File: src/common/lpzd_cfg.svh
// Constants for the linear position zero and direction logic.
// Assumes a 250 MHz system clock; included by package and design files.
`ifndef LPZD_CFG_SVH
`define LPZD_CFG_SVH

`define LPZD_POS_WIDTH      20
`define LPZD_POS_MAX        20'hFFFFF
`define LPZD_POS_RESET      20'h00000
`define LPZD_CLK_MHZ        250
`define LPZD_ZERO_MIN_US    100
`define LPZD_ZERO_CYCLES    ((`LPZD_ZERO_MIN_US) * (`LPZD_CLK_MHZ))
`define LPZD_QUAL_WIDTH     15

`endif

File: src/common/lpzd_pkg.sv
// Types for the linear position zero and direction logic.
// Assumes lpzd_cfg.svh is on the include path.
`include "lpzd_cfg.svh"
package lpzd_pkg;
	typedef logic [`LPZD_POS_WIDTH-1:0] lpzd_pos_type;
	typedef logic [`LPZD_QUAL_WIDTH-1:0] lpzd_qual_type;
	typedef enum logic [2:0]
	{
		LPZD_IDLE  = 3'b001,
		LPZD_QUAL  = 3'b010,
		LPZD_DONE  = 3'b100
	} lpzd_zst_type;
endpackage

File: src/rtl/lpzd_zero_qual.sv
// Zero-request input stage: two-flop synchroniser ahead of the qualifier.
// Assumes the request pin is a level from an external controller.
module lpzd_zero_qual
(
	input  wire logic i_sys_clk,
	input  wire logic i_arst_n,
	input  wire logic i_zero_req,
	output logic      o_zero_sync
);
	logic [1:0] sync_q;
	logic [1:0] sync_d;

	// Shift the request through two stages; only the second stage leaves
	always_comb
	begin
		sync_d = {sync_q[0], i_zero_req};
	end

	// Register both stages; reset to the resting low level
	always_ff @(posedge i_sys_clk or negedge i_arst_n)
	begin
		if (!i_arst_n)
		begin
			sync_q <= 2'h0;
		end
		else
		begin
			sync_q <= sync_d;
		end
	end

	assign o_zero_sync = sync_q[1];
endmodule // lpzd_zero_qual

File: src/rtl/lpzd_position.sv
// Position counter of the linear encoder with zeroing and direction select.
// Assumes movement steps arrive as one-cycle pulses synchronous to i_sys_clk.
//
// Notes on behaviour
// RL1: Controller holds zero request high at least 100 us, then returns low.
// RL2: An accepted zero request loads the position count with zero.
// RL3: Controller zeroes only while the sensor stands still.
// RL4: Controller sets direction first, then zeroes; re-zero after any direction change.
// RL5: Direction low: standard-direction travel increases the count.
// RL6: Direction high: reverse-direction travel increases the count.
// RL7: Unused zero and direction inputs are tied low by the controller.
// RL8: Position is an unsigned count of at most 20 bits, max 1048575.
// RL9: Position is a count of resolution steps; distance is count times step.
// RL10: Zero request is synchronised, qualified by minimum high time, acted on once.
`include "lpzd_cfg.svh"
module lpzd_position
#(
	parameter int unsigned ZERO_CYCLES = `LPZD_ZERO_CYCLES
)
(
	input  wire logic          i_sys_clk,
	input  wire logic          i_arst_n,
	input  wire logic          i_zero_req,
	input  wire logic          i_dir_rev,
	input  wire logic          i_step_fwd,
	input  wire logic          i_step_bwd,
	output lpzd_pkg::lpzd_pos_type o_position,
	output logic               o_zero_done
);
	import lpzd_pkg::*;

	// Qualifying run ends here; the request must still be high at this count
	localparam lpzd_qual_type QUAL_LAST = lpzd_qual_type'(ZERO_CYCLES - 1);

	// Codes of the travel decode
	localparam logic [1:0] MOVE_NONE = 2'h0;
	localparam logic [1:0] MOVE_UP   = 2'h1;
	localparam logic [1:0] MOVE_DOWN = 2'h2;

	// Qualifier state, position state and the travel decode
	logic          zero_sync;
	logic [1:0]    move;
	lpzd_zst_type  zst_q;
	lpzd_zst_type  zst_d;
	lpzd_qual_type qual_cnt_q;
	lpzd_qual_type qual_cnt_d;
	logic          zero_pulse_q;
	logic          zero_pulse_d;
	lpzd_pos_type  pos_q;
	lpzd_pos_type  pos_d;
	logic          done_q;
	logic          done_d;

	// Count sense of one sample of the step pins; both or neither is no move
	function automatic logic [1:0] move_decode
	(
		input logic dir_rev,
		input logic step_fwd,
		input logic step_bwd
	);
		logic [1:0] sense;
		unique case ({step_fwd, step_bwd})
			2'h2:
			begin
				sense = dir_rev ? MOVE_DOWN : MOVE_UP; // RL5 RL6
			end
			2'h1:
			begin
				sense = dir_rev ? MOVE_UP : MOVE_DOWN; // RL5 RL6
			end
			default:
			begin
				sense = MOVE_NONE;
			end
		endcase
		return sense;
	endfunction

	// Saturating one-step move; the scale is absolute, so the count never wraps
	function automatic lpzd_pos_type count_step
	(
		input lpzd_pos_type count,
		input logic [1:0]   move_code
	);
		lpzd_pos_type result;
		result = count;
		unique case (move_code)
			MOVE_UP:
			begin
				if (count != `LPZD_POS_MAX)
				begin
					result = count + lpzd_pos_type'(1); // RL8 RL9
				end
			end
			MOVE_DOWN:
			begin
				if (count != `LPZD_POS_RESET)
				begin
					result = count - lpzd_pos_type'(1); // RL8 RL9
				end
			end
			default:
			begin
				result = count;
			end
		endcase
		return result;
	endfunction

	// Two-flop synchroniser for the zero request pin
	lpzd_zero_qual u_zero_qual (
		.i_sys_clk   (i_sys_clk),
		.i_arst_n    (i_arst_n),
		.i_zero_req  (i_zero_req),
		.o_zero_sync (zero_sync)
	);

	// Map travel to count sense through the direction input
	always_comb
	begin
		move = move_decode(i_dir_rev, i_step_fwd, i_step_bwd); // RL5 RL6
	end

	// Count continuous high time, fire once, then wait for release
	// Holding high longer gives one zero only; a new request needs a low sample
	always_comb
	begin
		zst_d        = zst_q;
		qual_cnt_d   = qual_cnt_q;
		zero_pulse_d = 1'b0;
		unique case (zst_q)
			LPZD_IDLE:
			begin
				qual_cnt_d = '0;
				if (zero_sync)
				begin
					zst_d = LPZD_QUAL;
				end
			end
			LPZD_QUAL:
			begin
				if (!zero_sync)
				begin
					zst_d = LPZD_IDLE; // Too short, dropped
				end
				else if (qual_cnt_q == QUAL_LAST)
				begin
					zero_pulse_d = 1'b1; // RL10
					zst_d        = LPZD_DONE;
				end
				else
				begin
					qual_cnt_d = qual_cnt_q + lpzd_qual_type'(1); // RL10
				end
			end
			LPZD_DONE:
			begin
				if (!zero_sync)
				begin
					zst_d = LPZD_IDLE; // RL10
				end
			end
			default:
			begin
				zst_d = LPZD_IDLE; // Illegal one-hot code recovers to idle
			end
		endcase
	end

	// Register the qualifier state, run counter and zero pulse
	always_ff @(posedge i_sys_clk or negedge i_arst_n)
	begin
		if (!i_arst_n)
		begin
			zst_q        <= LPZD_IDLE;
			qual_cnt_q   <= '0;
			zero_pulse_q <= 1'b0;
		end
		else
		begin
			zst_q        <= zst_d;
			qual_cnt_q   <= qual_cnt_d;
			zero_pulse_q <= zero_pulse_d;
		end
	end

	// Next position in step units; zeroing wins over a step in the same cycle
	// A step dropped there is harmless, since the controller zeroes at rest
	always_comb
	begin
		pos_d  = pos_q;
		done_d = 1'b0;
		if (zero_pulse_q)
		begin
			pos_d  = `LPZD_POS_RESET; // RL2
			done_d = 1'b1;
		end
		else
		begin
			pos_d = count_step(pos_q, move); // RL8 RL9
		end
	end

	// Register position and the one-cycle zero acknowledge
	always_ff @(posedge i_sys_clk or negedge i_arst_n)
	begin
		if (!i_arst_n)
		begin
			pos_q  <= `LPZD_POS_RESET;
			done_q <= 1'b0;
		end
		else
		begin
			pos_q  <= pos_d;
			done_q <= done_d;
		end
	end

	// Both outputs come straight from their registers
	assign o_position  = pos_q;
	assign o_zero_done = done_q;
endmodule // lpzd_position

File: config.mk
export PLATFORM = sky130hd
export DESIGN_NAME = lpzd_position
export DESIGN_NICKNAME = d
export VERILOG_FILES = /design/src/common/lpzd_pkg.sv /design/src/rtl/lpzd_zero_qual.sv /design/src/rtl/lpzd_position.sv
export VERILOG_INCLUDE_DIRS = /design/src /design/src/common
export SDC_FILE = /design/constraint.sdc
export NUM_CORES = 1
export LEC_CHECK = 0
export BUFFER_PORTS_ARGS = -buffer_cell sky130_fd_sc_hd__buf_2
export CORE_ASPECT_RATIO = 0.6
export CORE_MARGIN = 2
export CORE_UTILIZATION = 60
export DETAILED_ROUTE_END_ITERATION = 8
export GPL_ROUTABILITY_DRIVEN = 0
export PLACE_DENSITY_LB_ADDON = 0.15
export SLEW_MARGIN = 20
export SYNTH_ARGS = -nofsm -noshare
export SYNTH_HDL_FRONTEND = slang
export SYNTH_SLANG_ARGS = --single-unit
File: constraint.sdc
create_clock -name i_sys_clk -period 3 [get_ports i_sys_clk]
set_input_delay 0.6 -clock i_sys_clk [delete_from_list [all_inputs] [get_ports i_sys_clk]]
set_output_delay 0.6 -clock i_sys_clk [all_outputs]
set_load 0.005 [all_outputs]
==> out/results.ini, run 1 <==
[status]
status = finished clean

[cts]
cts_root_buffer = clkbuf_8
postCtsResizedCells = 0
insertion_delay_ns = 0.30
clk_pin_slew_ns = 0.09
post_cts_buffers = 0
cts-hold-fix-buffers = 0
cts_sinks = 42
clock_path_buffers = 2
cts_buffers = 5
htree_levels = 2
cts_tree = built

[layout]
areaGrowthSynthToFinish_pct = 9.96
fin_area_um2 = 3440
antenna_cells = 0
fin_nets = 396
final_cell_mix = 41 x dfrtp_1, 36 x nor2_1, 27 x nand3_1
final_cells = 453
layout_commonest_cell = dfrtp_1
layout-drive-gt1-share_pct = 18.6

[timing]
rsz0062_at_grt = false
finClkSkew_ns = 0.00650
slew_viol_final = 0
fin_crit_sh_pct = 91.0
whs_ns = 0.364
fin_setup_tns_ns = 0
hold_violations = 0
worstMarginPinSlew_ns = 0.936
worst_slack_ns = 0.271
setup_violations = 0
fmaxAchievable_mhz = 366
relSlewSlack_pct = 37.6
period_needed_ns = 2.73

[setup_path]
cp.arrival_ns = 2.91
required_ns = 3.18
cp_max_fo = 4
cp-start-kind = input port
crit_type = input port to flop
critPathCaptureType = flop

[flow_run]
cap_violations = 0

[placement]
placed_cell_area_um2 = 3330
port_buffers = 26
dp_hpwl_mm = 5.36
dp.cells = 445
place_ws_ns = -0.00161

[floorplanning]
coreArea_um2 = 5030
ios = 27
die_w_um = 97.2
fp.dieArea_um2 = 5820
row_count = 20
initial_core_util_pct = 62.2
die_height_um = 59.9

[synth]
syn_area_um2 = 3130
async_flop_share_pct = 100
synth_cell_types = 67
syn_inst = 369
ys_seq_elements = 42
synth_ff_type = dfrtp_1
seq_area_frac_synth_pct = 33.7
syn-num-nets = 379
yosys_warnings = 0
synth_edf_count = 0
avgSynthCellArea_um2 = 8.47

[pwr]
p_leak_nw = 1.41
power_density_nw_per_um2 = 775
ir_drop_v = 0.000471

[drt]
drc = 0
vias_per_cell = 6.43
wire_per_inst_um = 16.9
first_pass_iters = 5
drt_iter0_drc = 327
ant_nets = 0
vias = 2912
wirelength_mm = 7.67

[global_routing]
grt_max_degree = 43
gr-total-overflow = 0
grt_pass1_vias = 2558
antenna_found_initial = 0
grt_usage_pct = 27.4
grt_first_pass_wirelength_mm = 12.9

[min_path]
hp-class = flop to flop

## per-stage QoR
step / power, mW / utilization (%)
3_3_place_gp: 2.15 / 66.2
4_1_cts: 2.65 / 68.4
3_5_place_dp: 2.19 / 66.2
5_1_grt: 2.84 / 68.4
6_report: 2.66 / 68.4
2_1_floorplan: 1.80 / -
## critical path, stage by stage
cell	delay (ns)
buf_2	0.12
and3b_2	0.28
nor2_4	0.05
xnor2_2	0.13
ha_2	0.20
or4_1	0.43
nor2_1	0.11
o21a_1	0.15
and4bb_1	0.23
a311oi_2	0.24
nor4_1	0.08
a221o_1	0.29
## path summary, 6_finish.rpt
check / startpoint / endpoint / slack [ns] / cells past startpoint
min in group asynchronous: i_arst_n / o_position[15] / 0.44 / 1
max reg2reg: o_position[6] / o_position[17] / 0.41 / 7
max: i_step_bwd / o_position[18] / 0.27 / 12
min reg2reg: u_zero_qual.sync_q[0] / u_zero_qual.sync_q[1] / 0.36 / 0
min: u_zero_qual.sync_q[0] / u_zero_qual.sync_q[1] / 0.36 / 0
max in group asynchronous: i_arst_n / o_position[7] / 1.97 / 1
## final cells by class
type,instances,area [µm²]
multi-input combinational,291,1910
fill,400,1590
sequential,42,1050
timing repair buffer,43,270
tap,66,82.6
clock buffer,6,72.6
clock inverter,2,37.5
inverter,3,11.3
## synthesized netlist by cell type (4+ instances only)
| library cell | number | area, µm² |
|---|---|---|
| dfrtp_1 | 41 | 1030 |
| nor2_1 | 36 | 135 |
| nand3_1 | 27 | 135 |
| nand2_1 | 24 | 90.1 |
| a21oi_1 | 18 | 90.1 |
| nor4_1 | 16 | 100 |
| buf_2 | 15 | 75.1 |
| clkbuf_1 | 13 | 48.8 |
| xor2_1 | 13 | 114 |
| nor3_1 | 12 | 60.1 |
| or3_1 | 12 | 75.1 |
| o21ai_1 | 10 | 50.1 |
| xnor2_1 | 9 | 78.8 |
| o21ai_0 | 7 | 35.0 |
| o31ai_1 | 7 | 52.6 |
| and3_1 | 6 | 37.5 |
| nand4_1 | 5 | 31.3 |
| nor2b_1 | 5 | 31.3 |
| nor3b_1 | 5 | 37.5 |
| or4_1 | 5 | 37.5 |
| a221o_1 | 4 | 40.0 |
| a31o_1 | 4 | 35.0 |
| and2_1 | 4 | 25.0 |
| and4_1 | 4 | 35.0 |
| ha_1 | 4 | 50.1 |
| mux2i_1 | 4 | 40.0 |
## state kept, by name, summed over array words and instances, names as in the netlist
register	count
o_zero_done	1
o_position	20
zero_pulse_q	1
u_zero_qual.sync_q	2
qual_cnt_q	15
zst_q	3
## metal layers
| metal | track usage, % | vias up | wire [µm] |
|---|---|---|---|
| met4 | 5.23 | 0 | 61 |
| met3 | 4.80 | 8 | 502 |
| li1 | - | 1409 | - |
| met2 | 42.1 | 108 | 3270 |
| met1 | 41.1 | 1387 | 3840 |
| met5 | 0 | - | 0 |
## kinds of logic after synthesis
group / synth area share, %
DFF: 33.7
adders and majority gates: 1.60
AOI/OAI and AO/OA: 16.9
buffers and inverters: 5.76
and+or+nand+nor: 33.4
muxes: 2.48
xor gates and xnor gates: 6.16
## where the power goes
part / internal [mW] / switching, mW
clock network: 0.249 / 0.207
logic: 0.524 / 0.579
registers: 0.714 / 0.391
total: 1.49 / 1.18
Note: power is estimated with default switching activity, not from simulation.
==> run 2, diff against run 1 <==
--- a/config.mk
+++ b/config.mk
@@ -16,4 +16,5 @@
 export SLEW_MARGIN = 20
 export SYNTH_ARGS = -nofsm -noshare
 export SYNTH_HDL_FRONTEND = slang
+export SYNTH_HIERARCHICAL = 1
 export SYNTH_SLANG_ARGS = --single-unit
==> out/results.ini, run 2 <==
[setup_path]
crit_buf_inv = 0
cpPeakStageDelay_ns = 0.64
critPathTopFamily = simple AND/OR/NAND/NOR gates
critPathCaptureType = flop
crit_path_top_delay_cell = or3_1
crit_type = flop to flop
cp.arrival_ns = 2.98
cp_max_fo = 19
required_ns = 3.16
critical_path.cell_chain = or3_1 > or4_4 > o41ai_2 > or3_1 > nor3_1 > o21ai_1 > o21ai_0
cp-start-kind = flop
crit_path_frequent_cell = or3_1

[timing]
finClkSkew_ns = 0.00674
period_needed_ns = 2.82
slew_viol_final = 0
worstMarginPinSlew_ns = 0.941
relSlewSlack_pct = 37.3
setup_violations = 0
rsz0062_at_grt = false
whs_ns = 0.361
fmaxAchievable_mhz = 355
fin_crit_sh_pct = 93.9
hold_violations = 0

[cts]
postCtsResizedCells = 0
htree_levels = 2
cts_tree = built
clock_path_buffers = 2
cts-hold-fix-buffers = 0
cts_root_buffer = clkbuf_8
cts_buffers = 5
clk_pin_slew_ns = 0.09
insertion_delay_ns = 0.29
post_cts_buffers = 0
cts_sinks = 42

[placement]
dp.cells = 471
placed_cell_area_um2 = 3420
dp_hpwl_mm = 6.60
port_buffers = 26

[synth]
synthTopCellsByCount = 41 x dfrtp_1, 37 x nand2_1, 34 x nor2_1, 21 x o21ai_1, 17 x o21ai_0
yosys_warnings = 6
yosysTopAreaCell = dfrtp_1
synth_edf_count = 0
yosysMostFrequentCell = dfrtp_1
syn-num-nets = 393
syn_area_um2 = 3180
syn_inst = 383
seq_area_frac_synth_pct = 33.1
ys_seq_elements = 42
avgSynthCellArea_um2 = 8.29
synth_top_area_share_pct = 32.3
async_flop_share_pct = 100
yosys-top-cells-area = dfrtp_1 32%, nand2_1 4.4%, nor2_1 4.0%
synth_cell_types = 71
synth_ff_type = dfrtp_1

[pwr]
ir_drop_v = 0.000369
power_density_nw_per_um2 = 757
p_leak_nw = 1.51
total_power_mw = 2.65

[layout]
layout_commonest_cell = dfrtp_1
antenna_cells = 0
fillers = 420
ff_latch_area_um2 = 1050
areaGrowthSynthToFinish_pct = 10.4
final_core_util_pct = 69.0
multi_input_area_um2 = 1940
final_cell_mix = 41 x dfrtp_1, 37 x nand2_1, 33 x nor2_1
layout-drive-gt1-share_pct = 19.1
fin_area_um2 = 3510
largest_reg_flops = 20
final_cells = 479
fin_nets = 422

[drt]
ant_nets = 0
vias_per_cell = 6.64
first_pass_iters = 5
drc = 0
wire_per_inst_um = 18.7
drt_iter0_drc = 346
wirelength_mm = 8.95
vias = 3179

[min_path]
hp-class = flop to flop

[floorplanning]
die_height_um = 60.4
initial_core_util_pct = 62.5
ios = 27
die_w_um = 97.9
fp.dieArea_um2 = 5910
coreArea_um2 = 5080
row_count = 20

[global_routing]
grt_first_pass_wirelength_mm = 14.4
grt_pass1_vias = 2851
grt_max_degree = 43
antenna_found_initial = 0
grt_usage_pct = 31.1
gr-total-overflow = 0

[status]
status = finished clean

[flow_run]
cap_violations = 0

run 2: power breakdown:
part	total (mW)	leakage (nW)	switching [mW]	internal, mW
Combinational	1.36	0.924	0.779	0.579
Sequential	0.920	0.553	0.220	0.700
Clock	0.375	0.0374	0.211	0.164
run 2: layout make-up:
class / instances / share of cell area [%]
timing repair buffer: 49 / 8.63
multi-input combinational: 302 / 55.2
inverter: 12 / 1.28
tap: 66 / 2.35
sequential: 42 / 30.0
clock inverter: 2 / 0.428
clock buffer: 6 / 2.07
run 2: cell families (layout without fill, tap and decap cells):
logic type / count (synthesis) / count (layout) / synth area share (%)
adder cells (fa/ha/maj): 4 / 4 / 1.58
AND/OR/NAND/NOR: 176 / 176 / 30.5
flip-flops: 42 / 42 / 33.1
XOR/XNOR: 18 / 18 / 4.96
multiplexers: 7 / 7 / 2.32
AO/OA/AOI/OAI: 97 / 97 / 20.7
buffers and inverters: 39 / 69 / 6.78
run 2: routing by layer:
layer	vias up	GRT usage (%)	share of wire, %
li1	1477	-	-
met4	0	6.55	1.4
met5	-	0	0
met2	197	46.2	41
met3	21	8.76	10
met1	1484	46.1	47
run 2: path summary, 6_finish.rpt:
| kind | startpoint | to | slack [ns] | cells past startpoint |
|---|---|---|---|---|
| min in group asynchronous | i_arst_n | o_position[3] | 0.44 | 1 |
| worst min register to register | u_zero_qual/sync_q[0] | u_zero_qual/sync_q[1] | 0.36 | 0 |
| worst max-delay path | o_position[0] | o_position[13] | 0.18 | 7 |
| max in group asynchronous | i_arst_n | o_position[16] | 1.97 | 1 |
| worst min-delay path | u_zero_qual/sync_q[0] | u_zero_qual/sync_q[1] | 0.36 | 0 |
| worst max register to register | o_position[0] | o_position[13] | 0.18 | 7 |
run 2: worst reg2reg max path: stages (launching register included):
cell	delay, ns
dfrtp_1	0.48
or3_1	0.37
or4_4	0.48
o41ai_2	0.31
or3_1	0.64
nor3_1	0.14
o21ai_1	0.15
o21ai_0	0.10
run 2: metrics by stage:
step,setup WS [ns],setup TNS (ns)
2_1_floorplan,-0.0602,-0.0695
3_3_place_gp,0.0822,0
3_5_place_dp,-0.0237,-0.0237
4_1_cts,0.226,0
5_1_grt,0.0449,0
6_report,0.184,0
==> run 3, diff against run 2 <==
--- a/config.mk
+++ b/config.mk
@@ -9,7 +9,7 @@
 export BUFFER_PORTS_ARGS = -buffer_cell sky130_fd_sc_hd__buf_2
 export CORE_ASPECT_RATIO = 0.6
 export CORE_MARGIN = 2
-export CORE_UTILIZATION = 60
+export CORE_UTILIZATION = 55
 export DETAILED_ROUTE_END_ITERATION = 8
 export GPL_ROUTABILITY_DRIVEN = 0
 export PLACE_DENSITY_LB_ADDON = 0.15
==> constraint.sdc (replaced) <==
create_clock -name i_sys_clk -period 2.47 [get_ports i_sys_clk]
set_input_delay 0.494 -clock i_sys_clk [delete_from_list [all_inputs] [get_ports i_sys_clk]]
set_output_delay 0.494 -clock i_sys_clk [all_outputs]
set_load 0.005 [all_outputs]
==> out/results.ini, run 3 (synthesized netlist as in run 2, its figures left out) <==
[cts]
cts_sinks = 42
cts-hold-fix-buffers = 0
cts_tree = built
htree_levels = 2
cts_root_buffer = clkbuf_8
clock_path_buffers = 2
insertion_delay_ns = 0.30
cts_buffers = 5
clk_pin_slew_ns = 0.09

[timing]
setup_violations = 0
worst_slack_ns = 0.0346
finClkSkew_ns = 0.0114
hold_violations = 0
fin_setup_tns_ns = 0
relSlewSlack_pct = 56.4
fmaxAchievable_mhz = 411
fin_crit_sh_pct = 98.6
slew_viol_final = 0
rsz0062_at_grt = true
period_needed_ns = 2.44
worstMarginPinSlew_ns = 0.653

[drt]
first_pass_iters = 5
drt_iter0_drc = 259
ant_nets = 0
vias = 3293
wirelength_mm = 9.44
vias_per_cell = 6.22
drc = 0
wire_per_inst_um = 17.8

[pwr]
power_density_nw_per_um2 = 912
power_frac_clock_pct = 13.3
combPwrFrac_pct = 55.2
p_leak_nw = 1.72
sw_frac_of_total_pct = 43.8
p_seq_share_pct = 31.5
total_power_mw = 3.61
ir_drop_v = 0.000669
intPower_mw = 2.03
netSwitchingPower_mw = 1.58

[setup_path]
cp-start-kind = input port
r2r_slack_ns = 0.06
cp_max_fo = 3
cp.arrival_ns = 2.64
r2r_end = o_position[19]
r2r_cells = 8
crit_start = i_step_fwd
required_ns = 2.67
r2r_start = o_position[11]
crit_type = input port to flop
critPathCaptureType = flop
cp-endpoint = o_position[19]

[layout]
fillers = 436
antenna_cells = 0
largest_reg_flops = 20
areaGrowthSynthToFinish_pct = 24.7
fin_area_um2 = 3960
final_cells = 529
layout_commonest_cell = buf_4
layout-drive-gt1-share_pct = 30.3
final_cell_mix = 57 x buf_4, 37 x nand2_1, 37 x dfrtp_1
fin_nets = 458

[floorplanning]
initial_core_util_pct = 57.0
ios = 27
coreArea_um2 = 5570
row_count = 21
die_height_um = 62.9
fp.dieArea_um2 = 6420
die_w_um = 102

[min_path]
hp-class = input port to async pin

[status]
status = finished clean

[placement]
dp_hpwl_mm = 7.09
dp.cells = 520
port_buffers = 26
place_ws_ns = -0.331
placed_cell_area_um2 = 3760

[global_routing]
grt_max_degree = 24
antenna_found_initial = 0
gr-total-overflow = 0
grt_first_pass_wirelength_mm = 15.6
grt_usage_pct = 31.3
grt_pass1_vias = 3093

[flow_run]
cap_violations = 0

-- run 3: cell types whose count changed in the layout (fill, tap and decap cells not counted), moves of 3 or more --
cell and change:
o21ai_1 +3, buf_4 +34, dfrtp_2 +4, nor4_2 +6
o21ai_0 -3, nor4_1 -6, dfrtp_1 -4
-- run 3: routing by layer --
layer  vias up  wire, µm  GRT usage, %
met1      1554      4430          45.9
met3        10      1040          11.2
met2       179      3910          44.7
li1       1550         -             -
met5         -         0             0
met4         0        68          5.83
-- run 3: what timing repair did --
action,CTS,global route
gates resized for setup,2,22
cloned,0,0
endpoints found under the setup margin,2,18
pin swaps,0,4
setup buffers,0,1
-- run 3: worst max-delay path, cell delays in order --
cell,delay (ns)
buf_2,0.13
and3b_2,0.24
nor2_4,0.13
inv_2,0.11
ha_4,0.29
nand2_1,0.05
a31oi_1,0.19
or4b_4,0.49
and3_1,0.19
o21ai_1,0.10
a21bo_1,0.20
-- run 3: area by class of cell --
cell class / instances / area, µm² / share of cell area, %
flip-flops and latches: 42 / 1060 / 26.7
clock inverters: 2 / 12.5 / 0.316
well taps: 80 / 100 / 2.53
inverters: 12 / 45.0 / 1.14
multi-input cells: 302 / 2060 / 52.1
clock buffers: 6 / 82.6 / 2.09
repair buffers: 85 / 598 / 15.1
-- run 3: through the flow --
step | hold slack [ns] | util [%]
floorplan | 0.198 | -
global placement | 0.346 | 67.4
detailed placement | 0.340 | 67.4
CTS | 0.143 | 69.2
global route | 0.164 | 71.1
finish | 0.125 | 71.1
-- run 3: how the worst min path moves through the flow --
stage	to	slack [ns]	depth (start not counted)
floorplan	o_position[0]	0.20	0
global placement	u_zero_qual/sync_q[1]	0.35	0
detailed placement	u_zero_qual/sync_q[1]	0.34	0
CTS	o_position[17]	0.14	1
global route	o_position[13]	0.16	1
finish	o_position[19]	0.12	1
-- run 3: power by group through the flow --
| stage | Clock, mW | Combinational, mW | Sequential, mW |
|---|---|---|---|
| 2_1_floorplan | 0 | 1.13 | 1.04 |
| 3_3_place_gp | 0 | 1.80 | 1.11 |
| 3_5_place_dp | 0 | 1.85 | 1.12 |
| 4_1_cts | 0.489 | 1.87 | 1.12 |
| 5_1_grt | 0.520 | 2.17 | 1.17 |
| 6_report | 0.479 | 1.99 | 1.14 |
